## config.mk

```make
export PLATFORM = sky130hd
export DESIGN_NAME = hoist_load_signal_processing
export DESIGN_NICKNAME = d
export VERILOG_FILES = /design/src/hoist_load_pkg.sv /design/src/hoist_load_signal_processing.sv
export VERILOG_INCLUDE_DIRS = /design/src
export SDC_FILE = /design/constraint.sdc
export NUM_CORES = 2
export LEC_CHECK = 0
export BUFFER_PORTS_ARGS = -buffer_cell sky130_fd_sc_hd__buf_2
export CAP_MARGIN = 30
export CELL_PAD_IN_SITES_DETAIL_PLACEMENT = 1
export CELL_PAD_IN_SITES_GLOBAL_PLACEMENT = 1
export CORE_AREA = 3 3 341 343
export CTS_CLUSTER_DIAMETER = 150
export DETAILED_ROUTE_END_ITERATION = 7
export DIE_AREA = 0 0 344 346
export PLACE_DENSITY_LB_ADDON = 0.1
export REMOVE_ABC_BUFFERS = 1
export SYNTH_ARGS = -nofsm -noshare
export SYNTH_HDL_FRONTEND = slang
export SYNTH_SLANG_ARGS = --single-unit
```

## constraint.sdc

```tcl
create_clock -name clk -period 21.4 [get_ports clk]
set_input_delay 1.07 -clock clk [delete_from_list [all_inputs] [get_ports clk]]
set_output_delay 1.07 -clock clk [all_outputs]
set_load 0.01 [all_outputs]
```

## src/hoist_load_cfg.svh

```systemverilog
// Numeric constants of the hoist load processing chain.
// Assumes inclusion by its bare name from the package and the design file.
`ifndef HOIST_LOAD_CFG_SVH
`define HOIST_LOAD_CFG_SVH
// ==================================================
// Widths and divider last step index
`define SAMPLE_W      12
`define WEIGHT_W      16
`define WORD_W        32
`define DIV_STEPS     5'h1f
// ==================================================
// Limits and scales
`define WEIGHT_MAX    32'sh0000_7fff
`define SPEED_MAX     16'h7fff
`define LIVEZERO_MIN  12'sh199
`define GRAVITY_MMS2  32'h0000_2652
`define ACC_MAX       32'h0000_1329
`define ACC_NUM_MUL   32'h0000_0005
`define ACC_DEN_MUL   32'h0000_0003
`define FRAC_SHIFT    8
`define PCT_SCALE     32'h0000_0064
`define DISP_PCT_MAX  16'h00c8
`endif

```

## src/hoist_load_pkg.sv

```systemverilog
// Types shared by the hoist load processing chain.
// Assumes the constants header sits in the same folder.
`include "hoist_load_cfg.svh"
package hoist_load_pkg;
   // Sequencer states, idle plus one per division
   typedef enum logic [2:0] {
      ST_IDLE = 3'b000,
      ST_ACC  = 3'b001,
      ST_LIN  = 3'b010,
      ST_INR  = 3'b011,
      ST_PCT  = 3'b100
   } proc_state_t;
   // Two-point calibration settings
   typedef struct packed {
      logic [15:0] lowWeight;
      logic [15:0] highWeight;
      logic        lowTrig;
      logic        highTrig;
   } cal_cfg_t;
   // Ramp settings; ramp times in tenths of a second
   typedef struct packed {
      logic [15:0] nomSpeed;
      logic [15:0] accelRampTime;
      logic [15:0] decelRampTime;
      logic [7:0]  fastLowerFactor;
   } ramp_cfg_t;
   // Present motion state
   typedef struct packed {
      logic up;
      logic down;
      logic accelerating;
      logic decelerating;
   } motion_t;
   // Results towards protection functions and display
   typedef struct packed {
      logic [15:0] weight;
      logic [15:0] percent;
      logic [15:0] displayPercent;
      logic        valid;
   } load_out_t;
endpackage

```

## src/hoist_load_signal_processing.sv

```systemverilog
// Hoist load signal chain: calibration, torque estimate, inertia, percent.
// Assumes samples come from converter logic on clk, one strobe per sample.
//
// What this block does
// - Input is 11 magnitude bits plus sign
// - Live-zero loss raises alarm, motion continues
// - Low trigger rise captures low raw level
// - High trigger rise captures high raw level
// - Weight from straight line through pairs
// - 32-bit arithmetic, 16-bit weight result
// - Inertia removed by g over g+a
// - Acceleration from speed and active ramp
// - Nominal speed in cm/min, capped
// - Percent is weight over nominal load
// - Display percent net of tare, 0..200
// - Torque mode: upward steady torque times factor
// - Torque mode holds value otherwise
// - One switch selects torque or load cell
// - Percent and weight outputs to consumers
// - Shared-motion operation disables processing
`include "hoist_load_cfg.svh"
module hoist_load_signal_processing (
   input  wire logic                             clk,
   input  wire logic                             sys_rst,
   input  wire logic                             sampleValid,
   input  wire logic signed [`SAMPLE_W-1:0]      loadSample,
   input  wire logic                             liveZeroEn,
   input  wire hoist_load_pkg::cal_cfg_t         calCfg,
   input  wire hoist_load_pkg::ramp_cfg_t        rampCfg,
   input  wire hoist_load_pkg::motion_t          motion,
   input  wire logic [`WEIGHT_W-1:0]             nomLoad,
   input  wire logic [`WEIGHT_W-1:0]             tarePercent,
   input  wire logic                             torqueMode,
   input  wire logic signed [`WEIGHT_W-1:0]      torqueUp,
   input  wire logic [`WEIGHT_W-1:0]             torqueFactor,
   input  wire logic                             sharedMotion,
   output hoist_load_pkg::load_out_t             loadOut,
   output logic                                  liveZeroAlarm
);
   // ==================================================
   // Helpers
   // Magnitude of a signed word
   function automatic logic [31:0] absVal(input logic signed [31:0] v);
      absVal = v[31] ? 32'(-v) : 32'(v);
   endfunction
   // Clamp a signed word into 0..weight maximum
   function automatic logic [15:0] sat16(input logic signed [31:0] v);
      if (v[31])
         sat16 = 16'h0000;
      else if (v > `WEIGHT_MAX)
         sat16 = 16'h7fff;
      else
         sat16 = v[15:0];
   endfunction

   // ==================================================
   // Sample capture and live-zero supervision
   logic signed [11:0] sample_reg;        // Latest converter sample
   logic               pending_reg;       // Sample waiting for the chain
   logic               alarm_reg;         // Live-zero alarm level
   wire                belowLiveZero = loadSample < `LIVEZERO_MIN;

   // Sample is already signed 12-bit, so no conversion is needed
   always_ff @(posedge clk) begin
      if (sys_rst) begin
         sample_reg <= 12'sh000;
      end else if (sampleValid) begin
         sample_reg <= loadSample;
      end
   end

   // Alarm only flags; nothing in this block stops on it
   always_ff @(posedge clk) begin
      if (sys_rst || !liveZeroEn) begin
         alarm_reg <= 1'b0;
      end else if (sampleValid) begin
         alarm_reg <= belowLiveZero;
      end
   end
   assign liveZeroAlarm = alarm_reg;

   // ==================================================
   // Calibration capture on trigger rising edges
   logic               lowTrigD_reg;      // Previous low trigger
   logic               highTrigD_reg;     // Previous high trigger
   logic signed [11:0] rawLow_reg;        // Raw level of low weight
   logic signed [11:0] rawHigh_reg;       // Raw level of high weight
   wire                lowRise  = calCfg.lowTrig & ~lowTrigD_reg;
   wire                highRise = calCfg.highTrig & ~highTrigD_reg;

   // A trigger held high stores once; software toggles it for a new point
   always_ff @(posedge clk) begin
      if (sys_rst) begin
         lowTrigD_reg  <= 1'b0;
         highTrigD_reg <= 1'b0;
         rawLow_reg    <= 12'sh000;
         rawHigh_reg   <= 12'sh000;
      end else begin
         lowTrigD_reg  <= calCfg.lowTrig;
         highTrigD_reg <= calCfg.highTrig;
         if (lowRise)
            rawLow_reg <= sample_reg;
         if (highRise)
            rawHigh_reg <= sample_reg;
      end
   end

   // ==================================================
   // Torque based estimate
   logic [15:0]        estimate_reg;      // Held torque estimate
   wire                torqueSteadyUp = torqueMode & motion.up & ~motion.down
                                        & ~motion.accelerating & ~motion.decelerating;
   wire signed [31:0]  torqueProd = 32'(torqueUp) * $signed({16'h0000, torqueFactor});
   wire signed [31:0]  torqueLoad = torqueProd >>> `FRAC_SHIFT;

   // Only steady hoisting gives a clean torque; otherwise keep the last value
   always_ff @(posedge clk) begin
      if (sys_rst) begin
         estimate_reg <= 16'h0000;
      end else if (torqueSteadyUp) begin
         estimate_reg <= sat16(torqueLoad);
      end
   end

   // ==================================================
   // Shared sequential divider, 32 steps per quotient
   logic [32:0]        divRem_reg;        // Partial remainder
   logic [31:0]        divQuo_reg;        // Quotient being built
   logic [31:0]        divDen_reg;        // Held divisor
   logic [4:0]         divCnt_reg;        // Step counter
   logic               divBusy_reg;       // Division running
   logic               divDone_reg;       // Quotient ready pulse
   logic [31:0]        divNum;            // Selected dividend
   logic [31:0]        divDen;            // Selected divisor
   hoist_load_pkg::proc_state_t state_reg;
   wire                divState = state_reg != hoist_load_pkg::ST_IDLE;
   wire                divGo    = divState & ~divBusy_reg & ~divDone_reg & ~sharedMotion;
   wire [32:0]         remShift = {divRem_reg[31:0], divQuo_reg[31]};
   wire [32:0]         remSub   = remShift - {1'b0, divDen_reg};
   wire                remFits  = ~remSub[32];

   // One divider serves all stages; samples arrive far slower than a pass.
   // Shared motion clears it as well, so a pass started right after it ends
   // never picks up a quotient left over from the aborted one.
   always_ff @(posedge clk) begin
      if (sys_rst || sharedMotion) begin
         divRem_reg  <= 33'h0_0000_0000;
         divQuo_reg  <= 32'h0000_0000;
         divDen_reg  <= 32'h0000_0000;
         divCnt_reg  <= 5'h00;
         divBusy_reg <= 1'b0;
         divDone_reg <= 1'b0;
      end else if (divGo) begin
         divRem_reg  <= 33'h0_0000_0000;
         divQuo_reg  <= divNum;
         divDen_reg  <= divDen;
         divCnt_reg  <= 5'h00;
         divBusy_reg <= 1'b1;
         divDone_reg <= 1'b0;
      end else if (divBusy_reg) begin
         divRem_reg  <= remFits ? remSub : remShift;
         divQuo_reg  <= {divQuo_reg[30:0], remFits};
         divCnt_reg  <= divCnt_reg + 5'h01;
         divBusy_reg <= divCnt_reg != `DIV_STEPS;
         divDone_reg <= divCnt_reg == `DIV_STEPS;
      end else begin
         divDone_reg <= 1'b0;
      end
   end

   // ==================================================
   // Stage operands
   logic [31:0]        accMag_reg;        // Acceleration in mm/s^2
   logic [15:0]        linWeight_reg;     // Calibrated weight
   logic [15:0]        comp_reg;          // Inertia-compensated weight
   // Speed above the documented ceiling is clamped
   wire [15:0]         speedLim  = rampCfg.nomSpeed[15] ? `SPEED_MAX
                                                        : rampCfg.nomSpeed;
   wire                slowing   = motion.decelerating;
   wire [15:0]         rampSel   = slowing ? rampCfg.decelRampTime : rampCfg.accelRampTime;
   wire [31:0]         rampRed   = ({16'h0000, rampSel} * {24'h00_0000, rampCfg.fastLowerFactor})
                                   >> `FRAC_SHIFT;
   // Fast lowering shortens the decel ramp when slowing downward
   wire [31:0]         rampEff   = (slowing & motion.down) ? rampRed
                                                           : {16'h0000, rampSel};
   wire [31:0]         accNum    = {16'h0000, speedLim} * `ACC_NUM_MUL;
   wire [31:0]         accDen    = rampEff * `ACC_DEN_MUL;
   // Positive when the load feels heavier (up faster, down slower)
   wire                accPos    = (motion.up & motion.accelerating) |
                                   (motion.down & motion.decelerating);
   wire                accNeg    = (motion.up & motion.decelerating) |
                                   (motion.down & motion.accelerating);
   wire signed [31:0]  accSigned = accPos ? $signed(accMag_reg) :
                                   accNeg ? -$signed(accMag_reg) : 32'sh0000_0000;
   wire signed [31:0]  xDiff     = 32'(sample_reg) - 32'(rawLow_reg);
   wire signed [31:0]  rDiff     = 32'(rawHigh_reg) - 32'(rawLow_reg);
   wire signed [31:0]  wDiff     = $signed({16'h0000, calCfg.highWeight})
                                   - $signed({16'h0000, calCfg.lowWeight});
   wire signed [31:0]  linProd   = xDiff * wDiff;
   wire                linNeg    = linProd[31] ^ rDiff[31];
   wire signed [31:0]  linStep   = linNeg ? -$signed(divQuo_reg) : $signed(divQuo_reg);
   wire signed [31:0]  linRaw    = $signed({16'h0000, calCfg.lowWeight}) + linStep;
   // Single switch picks the load source
   wire [15:0]         weightSel = torqueMode ? estimate_reg : linWeight_reg;
   wire [31:0]         inrNum    = {16'h0000, weightSel} * `GRAVITY_MMS2;
   wire [31:0]         inrDen    = 32'(`GRAVITY_MMS2 + accSigned);
   wire [31:0]         pctNum    = {16'h0000, comp_reg} * `PCT_SCALE;

   // Dividend and divisor follow the stage
   assign divNum = (state_reg == hoist_load_pkg::ST_ACC) ? accNum :
                   (state_reg == hoist_load_pkg::ST_LIN) ? absVal(linProd) :
                   (state_reg == hoist_load_pkg::ST_INR) ? inrNum : pctNum;
   assign divDen = (state_reg == hoist_load_pkg::ST_ACC) ? accDen :
                   (state_reg == hoist_load_pkg::ST_LIN) ? absVal(rDiff) :
                   (state_reg == hoist_load_pkg::ST_INR) ? inrDen : {16'h0000, nomLoad};

   // ==================================================
   // Check helpers: what entered the inertia division
   logic [15:0]        inrIn_reg;         // Weight handed to the division
   logic               inrSteady_reg;     // No acceleration at that moment

   // Operands may move while the quotient is built, so keep a copy
   always_ff @(posedge clk) begin
      if (sys_rst) begin
         inrIn_reg     <= 16'h0000;
         inrSteady_reg <= 1'b0;
      end else if (divGo && state_reg == hoist_load_pkg::ST_INR) begin
         inrIn_reg     <= weightSel;
         inrSteady_reg <= accSigned == 32'sh0000_0000;
      end
   end

   // ==================================================
   // Stage sequencer
   logic [15:0]        percent_reg;       // Load in percent
   logic [15:0]        display_reg;       // Net display percent
   logic [15:0]        weightOut_reg;     // Weight to twin functions
   logic               valid_reg;         // Result pulse
   wire                accZero   = accDen == 32'h0000_0000;
   wire [31:0]         accClamp  = (divQuo_reg > `ACC_MAX) ? `ACC_MAX : divQuo_reg;
   wire [15:0]         pctSat    = (|divQuo_reg[31:16]) ? 16'hffff : divQuo_reg[15:0];
   wire [15:0]         pctFinal  = (nomLoad == 16'h0000) ? 16'h0000 : pctSat;
   wire [16:0]         netPct    = {1'b0, pctFinal} - {1'b0, tarePercent};
   wire [15:0]         netClamp  = netPct[16] ? 16'h0000 :
                                   (netPct[15:0] > `DISP_PCT_MAX) ? `DISP_PCT_MAX
                                                                  : netPct[15:0];

   // Shared-motion drives park the chain and keep outputs quiet
   always_ff @(posedge clk) begin
      if (sys_rst || sharedMotion) begin
         state_reg     <= hoist_load_pkg::ST_IDLE;
         pending_reg   <= 1'b0;
         valid_reg     <= 1'b0;
         accMag_reg    <= 32'h0000_0000;
         linWeight_reg <= 16'h0000;
         comp_reg      <= 16'h0000;
         percent_reg   <= 16'h0000;
         display_reg   <= 16'h0000;
         weightOut_reg <= 16'h0000;
      end else begin
         valid_reg <= 1'b0;
         if (sampleValid)
            pending_reg <= 1'b1;
         unique case (state_reg)
            hoist_load_pkg::ST_IDLE: begin
               // A sample arriving mid-pass waits for the next pass
               if (pending_reg) begin
                  pending_reg <= sampleValid;
                  state_reg   <= hoist_load_pkg::ST_ACC;
               end
            end
            hoist_load_pkg::ST_ACC: begin
               if (divDone_reg) begin
                  accMag_reg <= accZero ? 32'h0000_0000 : accClamp;
                  state_reg  <= hoist_load_pkg::ST_LIN;
               end
            end
            hoist_load_pkg::ST_LIN: begin
               if (divDone_reg) begin
                  // Equal raw points give no slope; fall back to the low weight
                  linWeight_reg <= (rDiff == 32'sh0000_0000) ? calCfg.lowWeight
                                                             : sat16(linRaw);
                  state_reg     <= hoist_load_pkg::ST_INR;
               end
            end
            hoist_load_pkg::ST_INR: begin
               if (divDone_reg) begin
                  comp_reg  <= sat16($signed(divQuo_reg));
                  state_reg <= hoist_load_pkg::ST_PCT;
               end
            end
            hoist_load_pkg::ST_PCT: begin
               if (divDone_reg) begin
                  percent_reg   <= pctFinal;
                  display_reg   <= netClamp;
                  weightOut_reg <= comp_reg;
                  valid_reg     <= 1'b1;
                  state_reg     <= hoist_load_pkg::ST_IDLE;
               end
            end
            default: begin
               state_reg <= hoist_load_pkg::ST_IDLE;
            end
         endcase
      end
   end

   // ==================================================
   // Outputs to protection functions and display
   assign loadOut.weight         = weightOut_reg;
   assign loadOut.percent        = percent_reg;
   assign loadOut.displayPercent = display_reg;
   assign loadOut.valid          = valid_reg;

   // ==================================================
   // Checks
   AST_ALARM_SET: assert property (@(posedge clk) disable iff (sys_rst)
      liveZeroEn && sampleValid && belowLiveZero ##1 liveZeroEn |-> liveZeroAlarm)
      else $error("live-zero alarm not raised");
   AST_ALARM_OFF: assert property (@(posedge clk) disable iff (sys_rst)
      !liveZeroEn |=> !liveZeroAlarm)
      else $error("live-zero alarm standing while supervision is off");
   AST_CAL_LOW: assert property (@(posedge clk) disable iff (sys_rst)
      lowRise |=> rawLow_reg == $past(sample_reg))
      else $error("low calibration level not captured");
   AST_CAL_HIGH: assert property (@(posedge clk) disable iff (sys_rst)
      highRise |=> rawHigh_reg == $past(sample_reg))
      else $error("high calibration level not captured");
   // Start edge, then 32 step edges; the done flag rises on the last step edge
   AST_DIV_LEN: assert property (@(posedge clk) disable iff (sys_rst || sharedMotion)
      divGo |-> ##33 divDone_reg)
      else $error("divider did not finish in 32 steps");
   AST_WEIGHT_SAT: assert property (@(posedge clk) disable iff (sys_rst)
      loadOut.valid |-> !loadOut.weight[15] && !linWeight_reg[15])
      else $error("weight wrapped past its limit");
   AST_DISP_RANGE: assert property (@(posedge clk) disable iff (sys_rst)
      $rose(loadOut.valid) |-> loadOut.displayPercent <= `DISP_PCT_MAX)
      else $error("display percent out of range");
   AST_SHARED_QUIET: assert property (@(posedge clk) disable iff (sys_rst)
      sharedMotion ##1 sharedMotion |-> !loadOut.valid && state_reg == hoist_load_pkg::ST_IDLE)
      else $error("processing active in shared motion");
   AST_TORQUE_HOLD: assert property (@(posedge clk) disable iff (sys_rst)
      !torqueSteadyUp |=> $stable(estimate_reg))
      else $error("torque estimate changed outside steady hoisting");
   AST_TORQUE_LOAD: assert property (@(posedge clk) disable iff (sys_rst)
      torqueSteadyUp && !torqueLoad[31] && torqueLoad <= `WEIGHT_MAX
      |=> estimate_reg == $past(torqueLoad[15:0]))
      else $error("torque estimate not loaded in steady hoisting");
   AST_STEADY_PASS: assert property (@(posedge clk) disable iff (sys_rst || sharedMotion)
      state_reg == hoist_load_pkg::ST_INR && divDone_reg && inrSteady_reg
      && !inrIn_reg[15] |=> comp_reg == $past(inrIn_reg))
      else $error("steady speed changed the weight");
   AST_PCT_PAIR: assert property (@(posedge clk) disable iff (sys_rst)
      $rose(loadOut.valid) && nomLoad == 16'h0000 |-> loadOut.percent == 16'h0000)
      else $error("percent without nominal load");
endmodule

```

# Word level (Yosys, flattened, before mapping)
# Index checks and enable logic that the tools add are counted.
# totals
wordCells	145
input_bits	176
out_inout_bits	50
reg_bits	275
# op_classes
mul	7
n_addsub	12
eq_ne	11
n_mux	43
bitwise	26
magnitude_cmp	6
n_reduce_logical	18
# op_table
operator	n
2-to-1 mux 32 bit	15
2-to-1 mux 16 bit	14
greater-than comparator 32 x 16 -> 1 bit (second input constant)	2
logical NOT 32 bit	2
negator 32 bit	2
subtractor 16 x 16 -> 17 bit	2
subtractor 33 x 32 -> 33 bit	1
adder 14 x 32 -> 32 bit (first input constant)	1
adder 17 x 32 -> 32 bit	1
greater-than comparator 32 x 13 -> 1 bit (second input constant)	1
multiplier 16 x 17 -> 32 bit	1
negator 13 -> 32 bit	1
negator 30 -> 32 bit	1
multiplier 13 x 17 -> 30 bit	1
2-to-1 mux 30 bit	1
multiplier 16 x 13 -> 29 bit (second input constant)	1
subtractor 12 x 12 -> 13 bit	2
greater-than comparator 24 x 16 -> 1 bit (second input constant)	1
multiplier 16 x 8 -> 24 bit	1
multiplier 16 x 5 -> 21 bit (second input constant)	1
multiplier 15 x 3 -> 18 bit (second input constant)	1
multiplier 16 x 2 -> 18 bit (second input constant)	1
greater-than comparator 16 x 8 -> 1 bit (second input constant)	1
logical NOT 16 bit	1
26 further kinds	67

# Longest topological paths before layout
# depth
depth_word	9
depth_mapped	62

# Worst setup path after synthesis
# OpenSTA, ideal clock, no wires.
# synth_path
path_kind	input-to-reg
start	input calCfg[20] (netlist bit)
end	register linWeight_reg[10]
setup_ns	0.087
path_slack_ns	7.608
path_stages	58
arrival_ns	13.705
required_time_ns	21.313
n_path_buf	5
path_cell_list	inv_1 ha_1 nor2b_1 o21ai_0 a21boi_0 o21ai_0 a21boi_0 o21ai_0 a21boi_0 o21ai_0 nand2b_1 a21o_1 a21o_1 a21o_1 a41o_1 or2_2 nor2_1 fa_1 (+22 left out) o21ai_0 fa_1 a211oi_1 o21ai_0 a2111oi_0 nor2_1 a21oi_1 nor2b_1 o21ai_1 mux2_2 a311o_1 a31oi_1 a2bb2oi_1 a21oi_1 o221a_2 and3_4 buf_6 a221oi_2
# synth_via
elab_chain_len	9
# synth_lines
item	line_no	text
from (decl)	hoist_load_signal_processing.sv:28	input wire hoist_load_pkg::cal_cfg_t calCfg,
subtractor 16 x 16 -> 17 bit	hoist_load_signal_processing.sv:198	- $signed({16'h0000, calCfg.lowWeight});
multiplier 13 x 17 -> 30 bit	hoist_load_signal_processing.sv:199	wire signed [31:0] linProd = xDiff * wDiff;
bitwise XOR 1 bit	hoist_load_signal_processing.sv:200	wire linNeg = linProd[31] ^ rDiff[31];
2-to-1 mux 32 bit	hoist_load_signal_processing.sv:201	wire signed [31:0] linStep = linNeg ? -$signed(divQuo_reg) : $signed(divQuo_reg);
adder 17 x 32 -> 32 bit *	hoist_load_signal_processing.sv:202	wire signed [31:0] linRaw = $signed({16'h0000, calCfg.lowWeight}) + linStep;
greater-than comparator 32 x 16 -> 1 bit (no source line)	n/a	
2-to-1 mux 16 bit	hoist_load_signal_processing.sv:50	else if (v > `WEIGHT_MAX)
2-to-1 mux 16 bit *	hoist_load_signal_processing.sv:48	if (v[31])
2-to-1 mux 16 bit *	hoist_load_signal_processing.sv:281	linWeight_reg <= (rDiff == 32'sh0000_0000) ? calCfg.lowWeight
to (signal assigned)	hoist_load_signal_processing.sv:281	
to (decl)	hoist_load_signal_processing.sv:174	logic [15:0] linWeight_reg;
# Mark *: on every way between the ends. The rest lies on a longest branch, timed or not.
# A chain may end at the register's enable or synchronous reset.

# Worst setup path in the final report
# layout_path
start	input calCfg[18] (netlist bit)
end	register linWeight_reg[5]
# The elaborated chain is that of the path after synthesis.

==> metrics.cfg <==
[final_layout]
regArea_sq_um = 5509
multi_input_area_sq_um = 36690
synthToLayoutAreaGrowth_pct = 8.785
fill_cells = 13810
final_util = 0.4425
final_nets = 7030
drive_above_1_share = 0.08342

[sta]
tns_ps = 0
finalCritPeriodShare = 0.6837
grt_setup_unrepaired = no
final-setup-viol-count = 0
tightest_slew_ps = 1051
max_freq_mhz = 68.34
slew_violations = 0
hold_viol = 0
fin_skew_ps = 17.50
slew_headroom = 0.2791
period_minus_slack_ps = 14630

[clock_tree]
clock_sinks = 275
cts.repair.resized = 0
cts_tree = yes
clk_pin_slew_ps = 60
cts_buffers = 37
clock_path_buffers = 3
ctsHoldBuffers = 0
clk_latency_ps = 570
htree_levels = 2
clockRootBuffer = clkbuf_16
cts_setup_buffers = 0

[global_routing]
antenna_found_initial = 7
grt_use_met2 = 0.4315
grt.total_usage = 0.2518
busiest_layer = met2
grt_pass1_wl_microns = 239500
grt_use_met1 = 0.3480
overflow = 0
met3_usage = 0.02019
grt_max_degree = 67
grt_pass1_vias = 42000

[worst_setup_path]
crit_type = primary input to register
reg2reg_from = rawLow_reg[1]
critPathMaxFanout = 34
crit_required_ps = 21870
cpMostUsedCell = fa_1
arrival_ps = 15100
reg2reg_depth = 52
crit_start = calCfg[18]
worst-path-buf-inv = 5
cp_top_family = compound AO/OA/AOI/OAI gates
end_kind = register
cp.depth = 54
max_stage_delay_ps = 890
critical-path-slowest-cell = fa_1
start_kind = primary input

[routing]
vias = 39480
wl_per_cell_microns = 20.30
vias_per_cell = 5.406
finalWirelength_microns = 148300
first_pass_iters = 5
drt-initial-drc-count = 1972
post-route-drc-count = 0
ant_nets = 0

[synth]
synthFlopType = dfxtp_1
ys.warnings.count = 0
yosysSeqAreaShare = 0.1189
ys_ff_latch = 275
synth_edf_count = 0
synth_top_area_cell = fa_1
syn_inst = 5656
synth.area.top_cells = fa_1, ha_1, dfxtp_1
synth_commonest_cells = inv_1, fa_1, ha_1
synth.distinct_cells = 95
ys_async_sr_fraction = 0
post_synth.cell_area_avg_sq_um = 8.189
yosysMostFrequentCell = inv_1
synth_area_sq_um = 46320
yosys.area.top_type_share = 0.2369

[floorplanning]
fp-row-count = 124
fp.coreArea_sq_um = 113900
die_x_microns = 344
fp.dieH_microns = 346
num_io_pins = 226
initial_core_util = 0.4067
die_area_sq_um = 119000

[run]
maxCapViolCount = 0

[outcome]
status = finished, final reports clean

[placed_design]
io_buffer_count = 225
dp_hpwl_microns = 122100
place_congestion = 0.8989

[hold_path]
min_from = weightOut_reg[6]
hold_depth = 2
hold_path.class = register to register

-- tightest hold or removal path, delay by kind of cell, from the launching register on --
kind / cells / cell delay [ps]
flops: 1 / 300
compound gates: 1 / 50
simple gates: 1 / 50
-- layout by cell type, fill, tap and decap left out, types with 23 or more instances in the layout --
master	n
o211ai_1	23
nand2b_1	107
and2_1	141
ha_1	544
a31oi_1	36
a21oi_1	369
clkbuf_16	38
o21a_1	41
or2_2	42
o21bai_1	24
nor2b_1	153
xnor2_1	190
dfxtp_1	274
a211oi_1	45
nor3_1	91
buf_4	78
and3_1	46
mux2i_1	78
o22ai_1	48
xor2_1	113
buf_2	225
nand3_1	57
nor2_1	421
inv_1	871
fa_1	548
o21ai_0	199
nand2_1	513
a21o_1	83
-- stage by stage --
step | std cells | hold slack, ps | area, sq um | setup WS (ps)
after global routing | 7302 | 477.0 | 50380 | 5428
after global placement | 7227 | 437.2 | 49030 | 6586
after floorplan | 5418 | 423.9 | 45390 | 6959
final | 7304 | 448.2 | 50390 | 6768
after CTS | 7299 | 451.1 | 50340 | 6771
after detailed placement | 7232 | 443.4 | 49070 | 6227
-- routing by layer --
layer	share of wire	wire length, microns	vias to the layer above
met5	0	0	-
met1	0.46	68380	19900
met2	0.48	71280	657
met3	0.037	5543	156
li1	-	-	18780
met4	0.021	3071	0
-- worst paths after layout --
path	end	slack (ps)
worst min-delay path	weightOut_reg[6]	450
worst min register to register	weightOut_reg[6]	450
worst max-delay path	linWeight_reg[5]	6770
worst max register to register	linWeight_reg[5]	7810
-- cells by family after synthesis --
kind of cell	after synthesis	synth area share
flops	275	0.1189
mux	102	0.02272
fa+ha+maj	1092	0.3838
simple gates	1684	0.1753
xor+xnor	307	0.05838
buf+inv	1110	0.09071
compound gates	1086	0.1503
-- layout make-up --
type                            count  share of cell area
Clock buffer                       49             0.02068
Clock inverter                     18            0.004544
Antenna cell                        2          0.00009933
Sequential cell                   275              0.1093
Inverter                          872             0.06496
Tap cell                         1512             0.03755
Timing Repair Buffer              305             0.03474
Multi-Input combinational cell   4271              0.7281
Power is left out: the tool's default activity adds up to more than one toggle a clock period on the data nets, which glitch-free logic cannot reach.
